===== src/hdl/irq_ctrl_pkg.sv =====
package irq_ctrl_pkg;

  localparam int NUM_SOURCES = 17;
  localparam int NUM_LEVELS = 4;

  // Sources in arbitration rank order, index 0 wins ties.
  localparam logic [4:0] SRC_EXT_A = 5'h00;
  localparam logic [4:0] SRC_BROWNOUT = 5'h01;
  localparam logic [4:0] SRC_WATCHDOG = 5'h02;
  localparam logic [4:0] SRC_TIMER_A = 5'h03;
  localparam logic [4:0] SRC_SPI = 5'h04;
  localparam logic [4:0] SRC_I2C = 5'h05;
  localparam logic [4:0] SRC_CONVERTER = 5'h06;
  localparam logic [4:0] SRC_EXT_B = 5'h07;
  localparam logic [4:0] SRC_KEYPAD = 5'h08;
  localparam logic [4:0] SRC_COMPARATOR = 5'h09;
  localparam logic [4:0] SRC_TIMER_B = 5'h0a;
  localparam logic [4:0] SRC_SERIAL = 5'h0b;
  localparam logic [4:0] SRC_TIMER_C = 5'h0c;
  localparam logic [4:0] SRC_BRAKE = 5'h0d;
  localparam logic [4:0] SRC_CAPTURE = 5'h0e;
  localparam logic [4:0] SRC_TIMER_D = 5'h0f;
  localparam logic [4:0] SRC_PWM = 5'h10;

  // Bit position of each source inside the 24-bit priority register image.
  // Register pair n occupies bits 8n+7 down to 8n.
  localparam logic [4:0] PRIO_REG_1_BASE = 5'h08;
  localparam logic [4:0] PRIO_REG_2_BASE = 5'h10;

  localparam logic [15:0] PC_RESET = 16'h0000;
  localparam logic [3:0] IN_SERVICE_RESET = 4'h0;

  typedef struct packed {
    logic extPinAFlag;
    logic extPinBFlag;
    logic timerAOverflowFlag;
    logic timerBOverflowFlag;
    logic timerCEventFlag;
    logic timerDEventFlag;
    logic serialRxFlag;
    logic serialTxFlag;
    logic brownoutFlag;
    logic watchdogTimeoutFlag;
    logic i2cFlag;
    logic spiDoneFlag;
    logic spiModeFaultFlag;
    logic spiOverrunFlag;
    logic converterDoneFlag;
    logic converterCompareFlag;
    logic keypadFlag;
    logic comparatorAFlag;
    logic comparatorBFlag;
    logic brakeAFlag;
    logic brakeBFlag;
    logic [2:0] captureFlags;
    logic pwmPeriodFlag;
  } flags_type;

  typedef struct packed {
    logic globalIrqEnable;
    logic extPinAEnable;
    logic extPinBEnable;
    logic timerAEnable;
    logic timerBEnable;
    logic timerCEnable;
    logic timerDEnable;
    logic serialEnable;
    logic brownoutEnable;
    logic watchdogIrqEnable;
    logic i2cIrqEnable;
    logic spiIrqEnable;
    logic converterDoneEnable;
    logic converterCompareEnable;
    logic keypadIrqEnable;
    logic comparatorIrqEnable;
    logic brakeIrqEnable;
    logic captureIrqEnable;
    logic pwmIrqEnable;
  } enables_type;

  typedef struct packed {
    logic [7:0] prioHighReg2;
    logic [7:0] prioHighReg1;
    logic [7:0] prioHighReg0;
    logic [7:0] prioLowReg2;
    logic [7:0] prioLowReg1;
    logic [7:0] prioLowReg0;
  } prio_regs_type;

  typedef struct packed {
    logic lastCycle;
    logic blockVector;
    logic returnFromInterrupt;
    logic plainReturn;
  } core_step_type;

  // Fixed entry address of each source's service routine.
  function automatic logic [15:0] vector_of(input logic [4:0] src);
    logic [15:0] addr;
    addr = 16'h0003;
    case (src)
      SRC_EXT_A: addr = 16'h0003;
      SRC_TIMER_A: addr = 16'h000b;
      SRC_EXT_B: addr = 16'h0013;
      SRC_TIMER_B: addr = 16'h001b;
      SRC_SERIAL: addr = 16'h0023;
      SRC_BROWNOUT: addr = 16'h002b;
      SRC_I2C: addr = 16'h0033;
      SRC_KEYPAD: addr = 16'h003b;
      SRC_SPI: addr = 16'h004b;
      SRC_WATCHDOG: addr = 16'h0053;
      SRC_CONVERTER: addr = 16'h005b;
      SRC_COMPARATOR: addr = 16'h0063;
      SRC_CAPTURE: addr = 16'h006b;
      SRC_PWM: addr = 16'h0073;
      SRC_TIMER_C: addr = 16'h007b;
      SRC_BRAKE: addr = 16'h0083;
      SRC_TIMER_D: addr = 16'h008b;
      default: addr = 16'h0003;
    endcase
    return addr;
  endfunction : vector_of

  // Position of a source's bit within the paired priority registers.
  function automatic logic [4:0] prio_pos(input logic [4:0] src);
    logic [4:0] pos;
    pos = 5'h00;
    case (src)
      SRC_EXT_A: pos = 5'h00;
      SRC_TIMER_A: pos = 5'h01;
      SRC_EXT_B: pos = 5'h02;
      SRC_TIMER_B: pos = 5'h03;
      SRC_SERIAL: pos = 5'h04;
      SRC_BROWNOUT: pos = 5'h05;
      SRC_CONVERTER: pos = 5'h06;
      SRC_I2C: pos = PRIO_REG_1_BASE + 5'h00;
      SRC_KEYPAD: pos = PRIO_REG_1_BASE + 5'h01;
      SRC_COMPARATOR: pos = PRIO_REG_1_BASE + 5'h02;
      SRC_BRAKE: pos = PRIO_REG_1_BASE + 5'h02;
      SRC_WATCHDOG: pos = PRIO_REG_1_BASE + 5'h04;
      SRC_PWM: pos = PRIO_REG_1_BASE + 5'h05;
      SRC_CAPTURE: pos = PRIO_REG_1_BASE + 5'h07;
      SRC_TIMER_D: pos = PRIO_REG_2_BASE + 5'h00;
      SRC_SPI: pos = PRIO_REG_2_BASE + 5'h03;
      SRC_TIMER_C: pos = PRIO_REG_2_BASE + 5'h06;
      default: pos = 5'h00;
    endcase
    return pos;
  endfunction : prio_pos

endpackage : irq_ctrl_pkg


===== src/hdl/irq_controller.sv =====
`timescale 1ns/1ps
module irq_controller
  import irq_ctrl_pkg::*;
(
  // Clock, reset and machine-cycle enable.
  input wire logic core_clk,
  input wire logic rst_n,
  input wire logic machineCycleEn,
  // Source flags, enables and priority registers.
  input wire flags_type flags,
  input wire enables_type enables,
  input wire prio_regs_type prios,
  // Source configuration.
  input wire logic extPinAEdgeMode,
  input wire logic extPinBEdgeMode,
  input wire logic watchdogRcClock,
  input wire logic converterRcClock,
  // Core sequencer status and stack view.
  input wire core_step_type coreStep,
  input wire logic [15:0] programCounter,
  input wire logic [15:0] stackTop,
  // Vector call towards the core.
  output logic vectorCall,
  output logic [15:0] vectorAddr,
  output logic stackPushReq,
  output logic [15:0] stackPushValue,
  // Program counter reload on return.
  output logic pcLoad,
  output logic [15:0] pcLoadValue,
  // Hardware flag clears towards the source peripherals.
  output logic timerAOverflowClear,
  output logic timerBOverflowClear,
  output logic extPinAClear,
  output logic extPinBClear,
  // Power-down wake and status.
  output logic wakeRequest,
  output logic [NUM_LEVELS-1:0] inService,
  output logic [1:0] serviceLevel
);

  ////////////////////////////////////////////////////////////////////////////
  // Request formation.
  ////////////////////////////////////////////////////////////////////////////

  logic [NUM_SOURCES-1:0] rawRequest;
  logic [NUM_SOURCES-1:0] request;
  logic [23:0] prioLowImage;
  logic [23:0] prioHighImage;
  logic [2*NUM_SOURCES-1:0] levels;
  logic winValid;
  logic [4:0] winIndex;
  logic [1:0] winLevel;
  logic serviceAny;
  logic [1:0] serviceTop;
  logic preemptOk;
  logic takeVector;
  logic next_wake;

  // Shared flags of one source merge into a single request line.
  always_comb begin
    rawRequest = '0;
    rawRequest[SRC_EXT_A] = flags.extPinAFlag & enables.extPinAEnable;
    rawRequest[SRC_BROWNOUT] = flags.brownoutFlag & enables.brownoutEnable;
    rawRequest[SRC_WATCHDOG] =
      flags.watchdogTimeoutFlag & enables.watchdogIrqEnable;
    rawRequest[SRC_TIMER_A] = flags.timerAOverflowFlag & enables.timerAEnable;
    rawRequest[SRC_SPI] = (flags.spiDoneFlag | flags.spiModeFaultFlag |
      flags.spiOverrunFlag) & enables.spiIrqEnable;
    rawRequest[SRC_I2C] = flags.i2cFlag & enables.i2cIrqEnable;
    rawRequest[SRC_CONVERTER] =
      (flags.converterDoneFlag & enables.converterDoneEnable) |
      (flags.converterCompareFlag & enables.converterCompareEnable);
    rawRequest[SRC_EXT_B] = flags.extPinBFlag & enables.extPinBEnable;
    rawRequest[SRC_KEYPAD] = flags.keypadFlag & enables.keypadIrqEnable;
    rawRequest[SRC_COMPARATOR] = (flags.comparatorAFlag |
      flags.comparatorBFlag) & enables.comparatorIrqEnable;
    rawRequest[SRC_TIMER_B] = flags.timerBOverflowFlag & enables.timerBEnable;
    rawRequest[SRC_SERIAL] =
      (flags.serialRxFlag | flags.serialTxFlag) & enables.serialEnable;
    rawRequest[SRC_TIMER_C] = flags.timerCEventFlag & enables.timerCEnable;
    rawRequest[SRC_BRAKE] =
      (flags.brakeAFlag | flags.brakeBFlag) & enables.brakeIrqEnable;
    rawRequest[SRC_CAPTURE] = (|flags.captureFlags) & enables.captureIrqEnable;
    rawRequest[SRC_TIMER_D] = flags.timerDEventFlag & enables.timerDEnable;
    rawRequest[SRC_PWM] = flags.pwmPeriodFlag & enables.pwmIrqEnable;
  end

  // The global enable overrides every individual enable.
  assign request = rawRequest
    & {NUM_SOURCES{enables.globalIrqEnable}};

  ////////////////////////////////////////////////////////////////////////////
  // Priority levels and arbitration.
  ////////////////////////////////////////////////////////////////////////////

  assign prioLowImage = {prios.prioLowReg2, prios.prioLowReg1,
    prios.prioLowReg0};
  assign prioHighImage = {prios.prioHighReg2, prios.prioHighReg1,
    prios.prioHighReg0};

  // High bit above low bit forms the level, so 11 is level 3 and 00 level 0.
  always_comb begin
    levels = '0;
    for (int i = 0; i < NUM_SOURCES; i++) begin
      levels[2*i +: 2] = {prioHighImage[prio_pos(5'(i))],
        prioLowImage[prio_pos(5'(i))]};
    end
  end

  // Pure combinational arbitration on the flags present this cycle.
  irq_priority_resolver resolver (
    .request(request),
    .levels(levels),
    .winValid(winValid),
    .winIndex(winIndex),
    .winLevel(winLevel)
  );

  ////////////////////////////////////////////////////////////////////////////
  // Vectoring decision.
  ////////////////////////////////////////////////////////////////////////////

  // Highest level whose routine is still marked in service.
  always_comb begin
    serviceAny = |inService;
    serviceTop = 2'h0;
    for (int l = 0; l < NUM_LEVELS; l++) begin
      if (inService[l]) begin
        serviceTop = 2'(l);
      end
    end
  end

  // A running level 3 routine can never be beaten, since no level exceeds it.
  assign preemptOk = !serviceAny || (winLevel > serviceTop);

  // The request is judged afresh each machine cycle and never stored, so a
  // flag that drops before the gating conditions open is simply lost.
  assign takeVector = machineCycleEn && winValid && preemptOk
    && coreStep.lastCycle
    && !coreStep.blockVector
    && !coreStep.returnFromInterrupt;

  ////////////////////////////////////////////////////////////////////////////
  // Vector call outputs.
  ////////////////////////////////////////////////////////////////////////////

  // One-machine-cycle call pulse with the routine address and the return
  // address. The status word is never part of the push.
  always_ff @(posedge core_clk or negedge rst_n) begin
    if (!rst_n) begin
      vectorCall <= 1'b0;
      vectorAddr <= PC_RESET;
      stackPushReq <= 1'b0;
      stackPushValue <= PC_RESET;
    end else if (machineCycleEn) begin
      vectorCall <= takeVector;
      stackPushReq <= takeVector;
      if (takeVector) begin
        vectorAddr <= vector_of(winIndex);
        stackPushValue <= programCounter;
      end
    end
  end

  ////////////////////////////////////////////////////////////////////////////
  // Program counter reload on return.
  ////////////////////////////////////////////////////////////////////////////

  // Both kinds of return reload the counter from the stack top alike; only the
  // call blocking above and the in-service bookkeeping below tell them apart.
  always_ff @(posedge core_clk or negedge rst_n) begin
    if (!rst_n) begin
      pcLoad <= 1'b0;
      pcLoadValue <= PC_RESET;
    end else if (machineCycleEn) begin
      pcLoad <= coreStep.returnFromInterrupt | coreStep.plainReturn;
      if (coreStep.returnFromInterrupt || coreStep.plainReturn) begin
        pcLoadValue <= stackTop;
      end
    end
  end

  ////////////////////////////////////////////////////////////////////////////
  // In-service tracking.
  ////////////////////////////////////////////////////////////////////////////

  // Return-from-interrupt retires the highest marked level, which is the
  // routine now running unless a higher one was left by plain return. A plain
  // return leaves the marks alone, so a routine left by plain return keeps
  // blocking its own and lower levels. Return-from-interrupt also blocks a
  // new call in the same cycle, so set and clear never meet.
  always_ff @(posedge core_clk or negedge rst_n) begin
    if (!rst_n) begin
      inService <= IN_SERVICE_RESET;
      serviceLevel <= 2'h0;
    end else if (machineCycleEn) begin
      if (takeVector) begin
        inService[winLevel] <= 1'b1;
        serviceLevel <= winLevel;
      end else if (coreStep.returnFromInterrupt && serviceAny) begin
        inService[serviceTop] <= 1'b0;
      end
    end
  end

  ////////////////////////////////////////////////////////////////////////////
  // Hardware flag clears.
  ////////////////////////////////////////////////////////////////////////////

  // Only timer 0, timer 1 and edge-mode external pins are cleared here; a
  // level-mode pin must stay visible while the source holds it low. Every
  // other flag is left for software.
  always_ff @(posedge core_clk or negedge rst_n) begin
    if (!rst_n) begin
      timerAOverflowClear <= 1'b0;
      timerBOverflowClear <= 1'b0;
      extPinAClear <= 1'b0;
      extPinBClear <= 1'b0;
    end else if (machineCycleEn) begin
      timerAOverflowClear <= takeVector && winIndex == SRC_TIMER_A;
      timerBOverflowClear <= takeVector && winIndex == SRC_TIMER_B;
      extPinAClear <= takeVector && winIndex == SRC_EXT_A
        && extPinAEdgeMode;
      extPinBClear <= takeVector && winIndex == SRC_EXT_B
        && extPinBEdgeMode;
    end
  end

  ////////////////////////////////////////////////////////////////////////////
  // Power-down wake.
  ////////////////////////////////////////////////////////////////////////////

  // Enabled wake-capable requests only. The converter compare flag is left
  // out altogether, and clocked sources need the internal RC oscillator,
  // because any other clock is stopped in power down.
  always_comb begin
    next_wake = request[SRC_EXT_A] | request[SRC_EXT_B]
      | request[SRC_BROWNOUT] | request[SRC_KEYPAD]
      | request[SRC_COMPARATOR]
      | (request[SRC_WATCHDOG] & watchdogRcClock)
      | (enables.globalIrqEnable & enables.converterDoneEnable
         & flags.converterDoneFlag & converterRcClock);
  end

  // Wake is sampled even with the machine-cycle enable low, since a halted
  // core in power down gives no machine cycles.
  always_ff @(posedge core_clk or negedge rst_n) begin
    if (!rst_n) begin
      wakeRequest <= 1'b0;
    end else begin
      wakeRequest <= next_wake;
    end
  end

endmodule : irq_controller


===== src/hdl/irq_priority_resolver.sv =====
`timescale 1ns/1ps
module irq_priority_resolver
  import irq_ctrl_pkg::*;
(
  // Requests in rank order and their two-bit levels.
  input wire logic [NUM_SOURCES-1:0] request,
  input wire logic [2*NUM_SOURCES-1:0] levels,
  // Winner of this polling cycle.
  output logic winValid,
  output logic [4:0] winIndex,
  output logic [1:0] winLevel
);

  // Highest level first, then the lowest index at that level. Scanning from
  // the bottom rank upward with >= lets the better rank overwrite a tie.
  always_comb begin
    winValid = 1'b0;
    winIndex = 5'h00;
    winLevel = 2'h0;
    for (int i = NUM_SOURCES - 1; i >= 0; i--) begin
      if (request[i] && (!winValid || levels[2*i +: 2] >= winLevel)) begin
        winValid = 1'b1;
        winIndex = 5'(i);
        winLevel = levels[2*i +: 2];
      end
    end
  end

endmodule : irq_priority_resolver


===== config.mk =====
export PLATFORM = sky130hd
export DESIGN_NAME = irq_controller
export DESIGN_NICKNAME = d
export VERILOG_FILES = /design/src/hdl/irq_ctrl_pkg.sv /design/src/hdl/irq_controller.sv /design/src/hdl/irq_priority_resolver.sv
export SDC_FILE = /design/constraint.sdc
export NUM_CORES = 1
export LEC_CHECK = 0
export BUFFER_PORTS_ARGS = -buffer_cell sky130_fd_sc_hd__buf_2
export CAP_MARGIN = 10
export CORE_UTILIZATION = 52
export DETAILED_ROUTE_END_ITERATION = 16
export HOLD_SLACK_MARGIN = 0.03
export PLACE_DENSITY = 0.89
export SETUP_SLACK_MARGIN = 0.2
export SLEW_MARGIN = 25
export SYNTH_ARGS = -nofsm -noshare
export SYNTH_HDL_FRONTEND = slang
export SYNTH_SLANG_ARGS = --single-unit

===== constraint.sdc =====
create_clock -name core_clk -period 6.06 [get_ports core_clk]
set_clock_uncertainty 0.15 [all_clocks]
set_input_delay 1.212 -clock core_clk [delete_from_list [all_inputs] [get_ports core_clk]]
set_output_delay 1.212 -clock core_clk [all_outputs]
set_load 0.02 [all_outputs]

==> results of run 1 <==
[logic make-up after synthesis]
kind of cell | Yosys count | share of synthesized area, %
buffers and inverters | 53 | 5.731
DFF | 51 | 29.52
adders and majority gates | 26 | 7.525
muxes | 24 | 6.426
other | 1 | 0.08675
and+or+nand+nor | 208 | 24.46
AOI/OAI and AO/OA | 137 | 26.25
[timing repair]
| action | in CTS |
|---|---|
| resized for setup | 34 |
| pin swaps | 30 |
| setup endpoints to repair | 33 |
| buffers inserted | 43 |
[metrics by stage]
| stage | cell area, sq um | hold slack, ns | setup TNS (ns) |
|---|---|---|---|
| 4_1_cts | 7315 | 0.3369 | -487.42 |
| 3_5_place_dp | 6729 | 0.3140 | -511.72 |
| 3_3_place_gp | 6729 | 0.3034 | -474.37 |
| 2_1_floorplan | 4748 | 0.4288 | -494.36 |
==> flow_metrics.tcl, run 1 <==
set metrics [dict create \
    globalroute.repair_timing.worst_endpoint "extPinBClear$_DFFE_PN0P_/D" \
    worstEpCategory "register input" \
    synth_warnings 0 \
    tritoncts_num_sinks 51 \
    post_synth_inst_count 500 \
    synth_area_per_cell_sq_um 8.646 \
    cts-root-to-sink-buffers 2 \
    floorplan.die.width_um 93.18 \
    cts-buffers-inserted 5 \
    cts_max_level 2 \
    num_rows 32 \
    yosysSeqAreaShare_pct 29.52 \
    synth_flop_cell "sky130_fd_sc_hd__dfrtp_1" \
    cts_hold_buf 0 \
    num_io_pins 197 \
    floorplan.die.height_um 93.18 \
    run_status "aborted with a tool error" \
    dpl.cell_count 912 \
    synth.largest_area_cell "sky130_fd_sc_hd__dfrtp_1" \
    synth.distinct_cells 84 \
    place.detailed.hpwl_um 13040 \
    edff_count_synth 0 \
    floorplan.initialDensity_pct 54.81 \
    synth_async_sr_flop_share_pct 100.0 \
    grt_max_degree 52 \
    synth_top_cells_by_count "sky130_fd_sc_hd__nand2_1 (87), sky130_fd_sc_hd__dfrtp_1 (51), sky130_fd_sc_hd__inv_1 (29), sky130_fd_sc_hd__ha_1 (26), sky130_fd_sc_hd__nor2_1 (24)" \
    flow.stopped_at "5_1_grt" \
    synth.top_cell.area_share_pct 29.52 \
    error_message "[ERROR DPL-0038] Utilization greater than 100%, impossible to legalize" \
    port_buffers 171 \
    weighted_congestion_reported_at_the_end_of_routability_driven_placement 0.9918 \
    placement.setup.worst_slack_ns -15.71 \
    clock_tree_root "sky130_fd_sc_hd__clkbuf_8" \
    syn-cell-area_sq_mm 0.004323 \
    synth_seq_cells 51 \
    synthMostInstantiatedCell "sky130_fd_sc_hd__nand2_1" \
    synth_area_leaders "sky130_fd_sc_hd__dfrtp_1 (30%), sky130_fd_sc_hd__nand2_1 (7.6%), sky130_fd_sc_hd__ha_1 (7.5%)" \
]
==> run 2: changes to the inputs <==
- CORE_UTILIZATION: 52 -> 40
- HOLD_SLACK_MARGIN: 0.03 -> default
- PLACE_DENSITY: 0.89 -> default
- PLACE_DENSITY_LB_ADDON: default -> 0.15
- SETUP_SLACK_MARGIN: 0.2 -> default
==> run 2 against run 1 <==
The flow now finishes, with violations (negative setup slack). Synthesized area unchanged. Synthesized cell count unchanged.
==> flow_metrics.tcl, run 2 <==
set metrics [dict create \
    synth_area_per_cell_sq_um 8.646 \
    period_needed_ns 20.90 \
    type_of_element_capturing_the_critical_path "flop" \
    grt_setup_unrepaired "true" \
    run_status "complete, but fails checks" \
    post_route_cells_drive_above_1_share_pct 65.80 \
    layout.cells.non_filler 1022 \
    grt_pass1_vias 5409 \
    synth_flop_cell "sky130_fd_sc_hd__dfrtp_1" \
    cts_hold_buf 0 \
    synth.largest_area_cell "sky130_fd_sc_hd__dfrtp_1" \
    critical_path_arrival_ns 20.95 \
    area_growth_syn_to_layout_pct 85.33 \
    tightest_slew_ns 0.6517 \
    routed_wl_um 16550 \
    post_synth_inst_count 500 \
    registers_with_the_most_flip_flops "pcLoadValue x16, stackPushValue x16, vectorAddr x6" \
    crit_type "in2reg" \
    layout.cells.most_common_list "sky130_fd_sc_hd__buf_4 (213), sky130_fd_sc_hd__buf_2 (167), sky130_fd_sc_hd__nand2_1 (58), sky130_fd_sc_hd__dfrtp_1 (51), sky130_fd_sc_hd__inv_1 (27)" \
    synth_seq_cells 51 \
    num_io_pins 197 \
    wl_per_cell_um 16.20 \
    floorplan.initialDensity_pct 41.50 \
    synth_top_cells_by_count "sky130_fd_sc_hd__nand2_1 (87), sky130_fd_sc_hd__dfrtp_1 (51), sky130_fd_sc_hd__inv_1 (29), sky130_fd_sc_hd__ha_1 (26), sky130_fd_sc_hd__nor2_1 (24)" \
    finalHoldViolations 0 \
    fin_worst_hold_slack_ns 0.3324 \
    min_path_cells 2 \
    edff_count_synth 0 \
    cpMaxStageDelayCell "sky130_fd_sc_hd__or3_4" \
    crit_path_frequent_cell "sky130_fd_sc_hd__nand2b_4" \
    clk_pin_slew_ns 0.10 \
    post_route_m1_wl_um 6781 \
    timing.hold.worst.class "reg2reg" \
    number_of_remaining_drc_errors 0 \
    floorplan.die.width_um 106.0 \
    critical_hold_path_startpoint "stackPushValue[2]$_DFFE_PN0P_" \
    grt_first_pass_wirelength_um 24480 \
    yosysSeqAreaShare_pct 29.52 \
    placement.cell_area_sq_mm 0.006819 \
    vias_per_cell 5.369 \
    setup_viol_count_final 33 \
    place.detailed.hpwl_um 11460 \
    grt.overflow.total 0 \
    design_power_total_mw 1.810 \
    clock.fmax_mhz 47.85 \
    setup_slack_ns -14.84 \
    start_of_the_worst_register_to_register_path "inService[3]$_DFFE_PN0P_" \
    cts-buffers-inserted 5 \
    grt_max_degree 52 \
    reg2reg_to "vectorAddr[4]$_DFFE_PN0P_" \
    power.density_mw_per_mm2 225.9 \
    synthMostInstantiatedCell "sky130_fd_sc_hd__nand2_1" \
    cts-root-to-sink-buffers 2 \
    syn-cell-area_sq_mm 0.004323 \
    clock_tree_root "sky130_fd_sc_hd__clkbuf_8" \
    tritoncts_num_sinks 51 \
    slew-limit-headroom_pct 56.55 \
    layout.cells.most_common "sky130_fd_sc_hd__buf_4" \
    placement.setup.worst_slack_ns -15.50 \
    antennaDiodeCount 0 \
    dr_wl_met2_um 8547 \
    final_min_period_over_clock_period_pct 344.9 \
    synth.distinct_cells 84 \
    top_signal_layer_used "met4" \
    worstHoldEndpoint "stackPushValue[2]$_DFFE_PN0P_" \
    finalNetCount 1046 \
    die_area_sq_mm 0.01123 \
    vdd.ir_drop.worst_v 0.0001436 \
    drt_pass1_iterations 4 \
    cts_tree "done" \
    grt_antenna_before_repair 0 \
    cts_max_level 2 \
    max_cap_viol_count 0 \
    synth_async_sr_flop_share_pct 100.0 \
    dpl.cell_count 952 \
    postLayoutCellArea_sq_mm 0.008011 \
    setup.worst_path.start_class "input pin" \
    synth.top_cell.area_share_pct 29.52 \
    detailedRoute.firstIterationViolations 253 \
    source_of_the_critical_timing_path "flags[0]" \
    worst-r2r-setup-slack_ns 3.54 \
    grt_use_total_pct 26.81 \
    synth_warnings 0 \
    critPathMaxFanout 5 \
    fp.coreArea_sq_mm 0.01042 \
    weighted_congestion_reported_at_the_end_of_routability_driven_placement 0.8905 \
    insertion_delay_ns 0.31 \
    antenna_violating_nets_post_route 0 \
    worst_path_largest_cell_delay_ns 0.37 \
    r2r_cells 10 \
    port_buffers 171 \
    num_rows 37 \
    violations_in_the_final_reports "negative setup slack" \
    route.vias.total 5487 \
    pins_over_slew_limit 0 \
    total_leakage_power_nw 4.076 \
    synth_area_leaders "sky130_fd_sc_hd__dfrtp_1 (30%), sky130_fd_sc_hd__nand2_1 (7.6%), sky130_fd_sc_hd__ha_1 (7.5%)" \
    floorplan.die.height_um 106.0 \
    cp_data_required_time_ns 6.11 \
    route.met3.wl_um 800 \
]
[run 2: critical path: cells and delay by family]
kind	cells	cell delay [ns]
adders and majority gates	17	4.30
muxes	5	1.50
and+or+nand+nor	38	4.84
AOI/OAI and AO/OA	49	8.36
buffers and inverters	6	0.66
[run 2: how the worst max path moves through the flow]
stage,to,slack [ns],depth (start not counted)
2_1_floorplan,timerAOverflowClear$_DFFE_PN0P_,-15.24,115
3_3_place_gp,extPinBClear$_DFFE_PN0P_,-14.82,115
3_5_place_dp,extPinBClear$_DFFE_PN0P_,-15.50,114
4_1_cts,extPinBClear$_DFFE_PN0P_,-14.67,116
5_1_grt,vectorAddr[4]$_DFFE_PN0P_,-15.77,116
6_report,vectorAddr[4]$_DFFE_PN0P_,-14.84,115
[run 2: layout make-up]
class / instances / area, sq um
multi-input cells: 404 / 3709
repair buffers: 393 / 2634
fillers: 691 / 2405
flip-flops and latches: 51 / 1276
well taps: 136 / 170.2
inverters: 30 / 125.1
clock buffers: 5 / 68.82
clock inverters: 3 / 28.78
[run 2: power breakdown]
part / internal (mW) / leakage, nW / switching [mW]
clock network: 0.0860 / 0.0502 / 0.133
registers: 0.420 / 0.625 / 0.0448
logic: 0.558 / 3.40 / 0.568
[run 2: kinds of logic (layout without fill, tap and decap cells)]
group	count (synthesis)	in the layout	synth area share, %
multiplexers	24	24	6.426
flip-flops	51	51	29.52
adder cells (fa/ha/maj)	26	26	7.525
other	1	9	0.08675
buffers and inverters	53	431	5.731
AO/OA/AOI/OAI	137	137	26.25
AND/OR/NAND/NOR	208	208	24.46
[run 2: routing by layer]
metal,GRT usage [%],vias to the layer above
met3,3.495,44
li1,-,2589
met4,7.044,0
met5,0,-
met2,49.25,217
met1,32.83,2637
[run 2: timing repair]
action	CTS	global route
setup buffers	46	18
setup endpoints to repair	33	33
hold endpoints to repair	0	0
gates cloned	0	3
resized for setup	36	94
pin swaps	60	45
[run 2: per-stage QoR]
stage | util (%) | setup TNS [ns]
2_1_floorplan | - | -494.36
3_3_place_gp | 65.44 | -485.35
3_5_place_dp | 65.47 | -506.40
4_1_cts | 71.53 | -481.05
5_1_grt | 76.91 | -516.66
6_report | 76.91 | -486.12
Power figures use the tool's default switching activity.
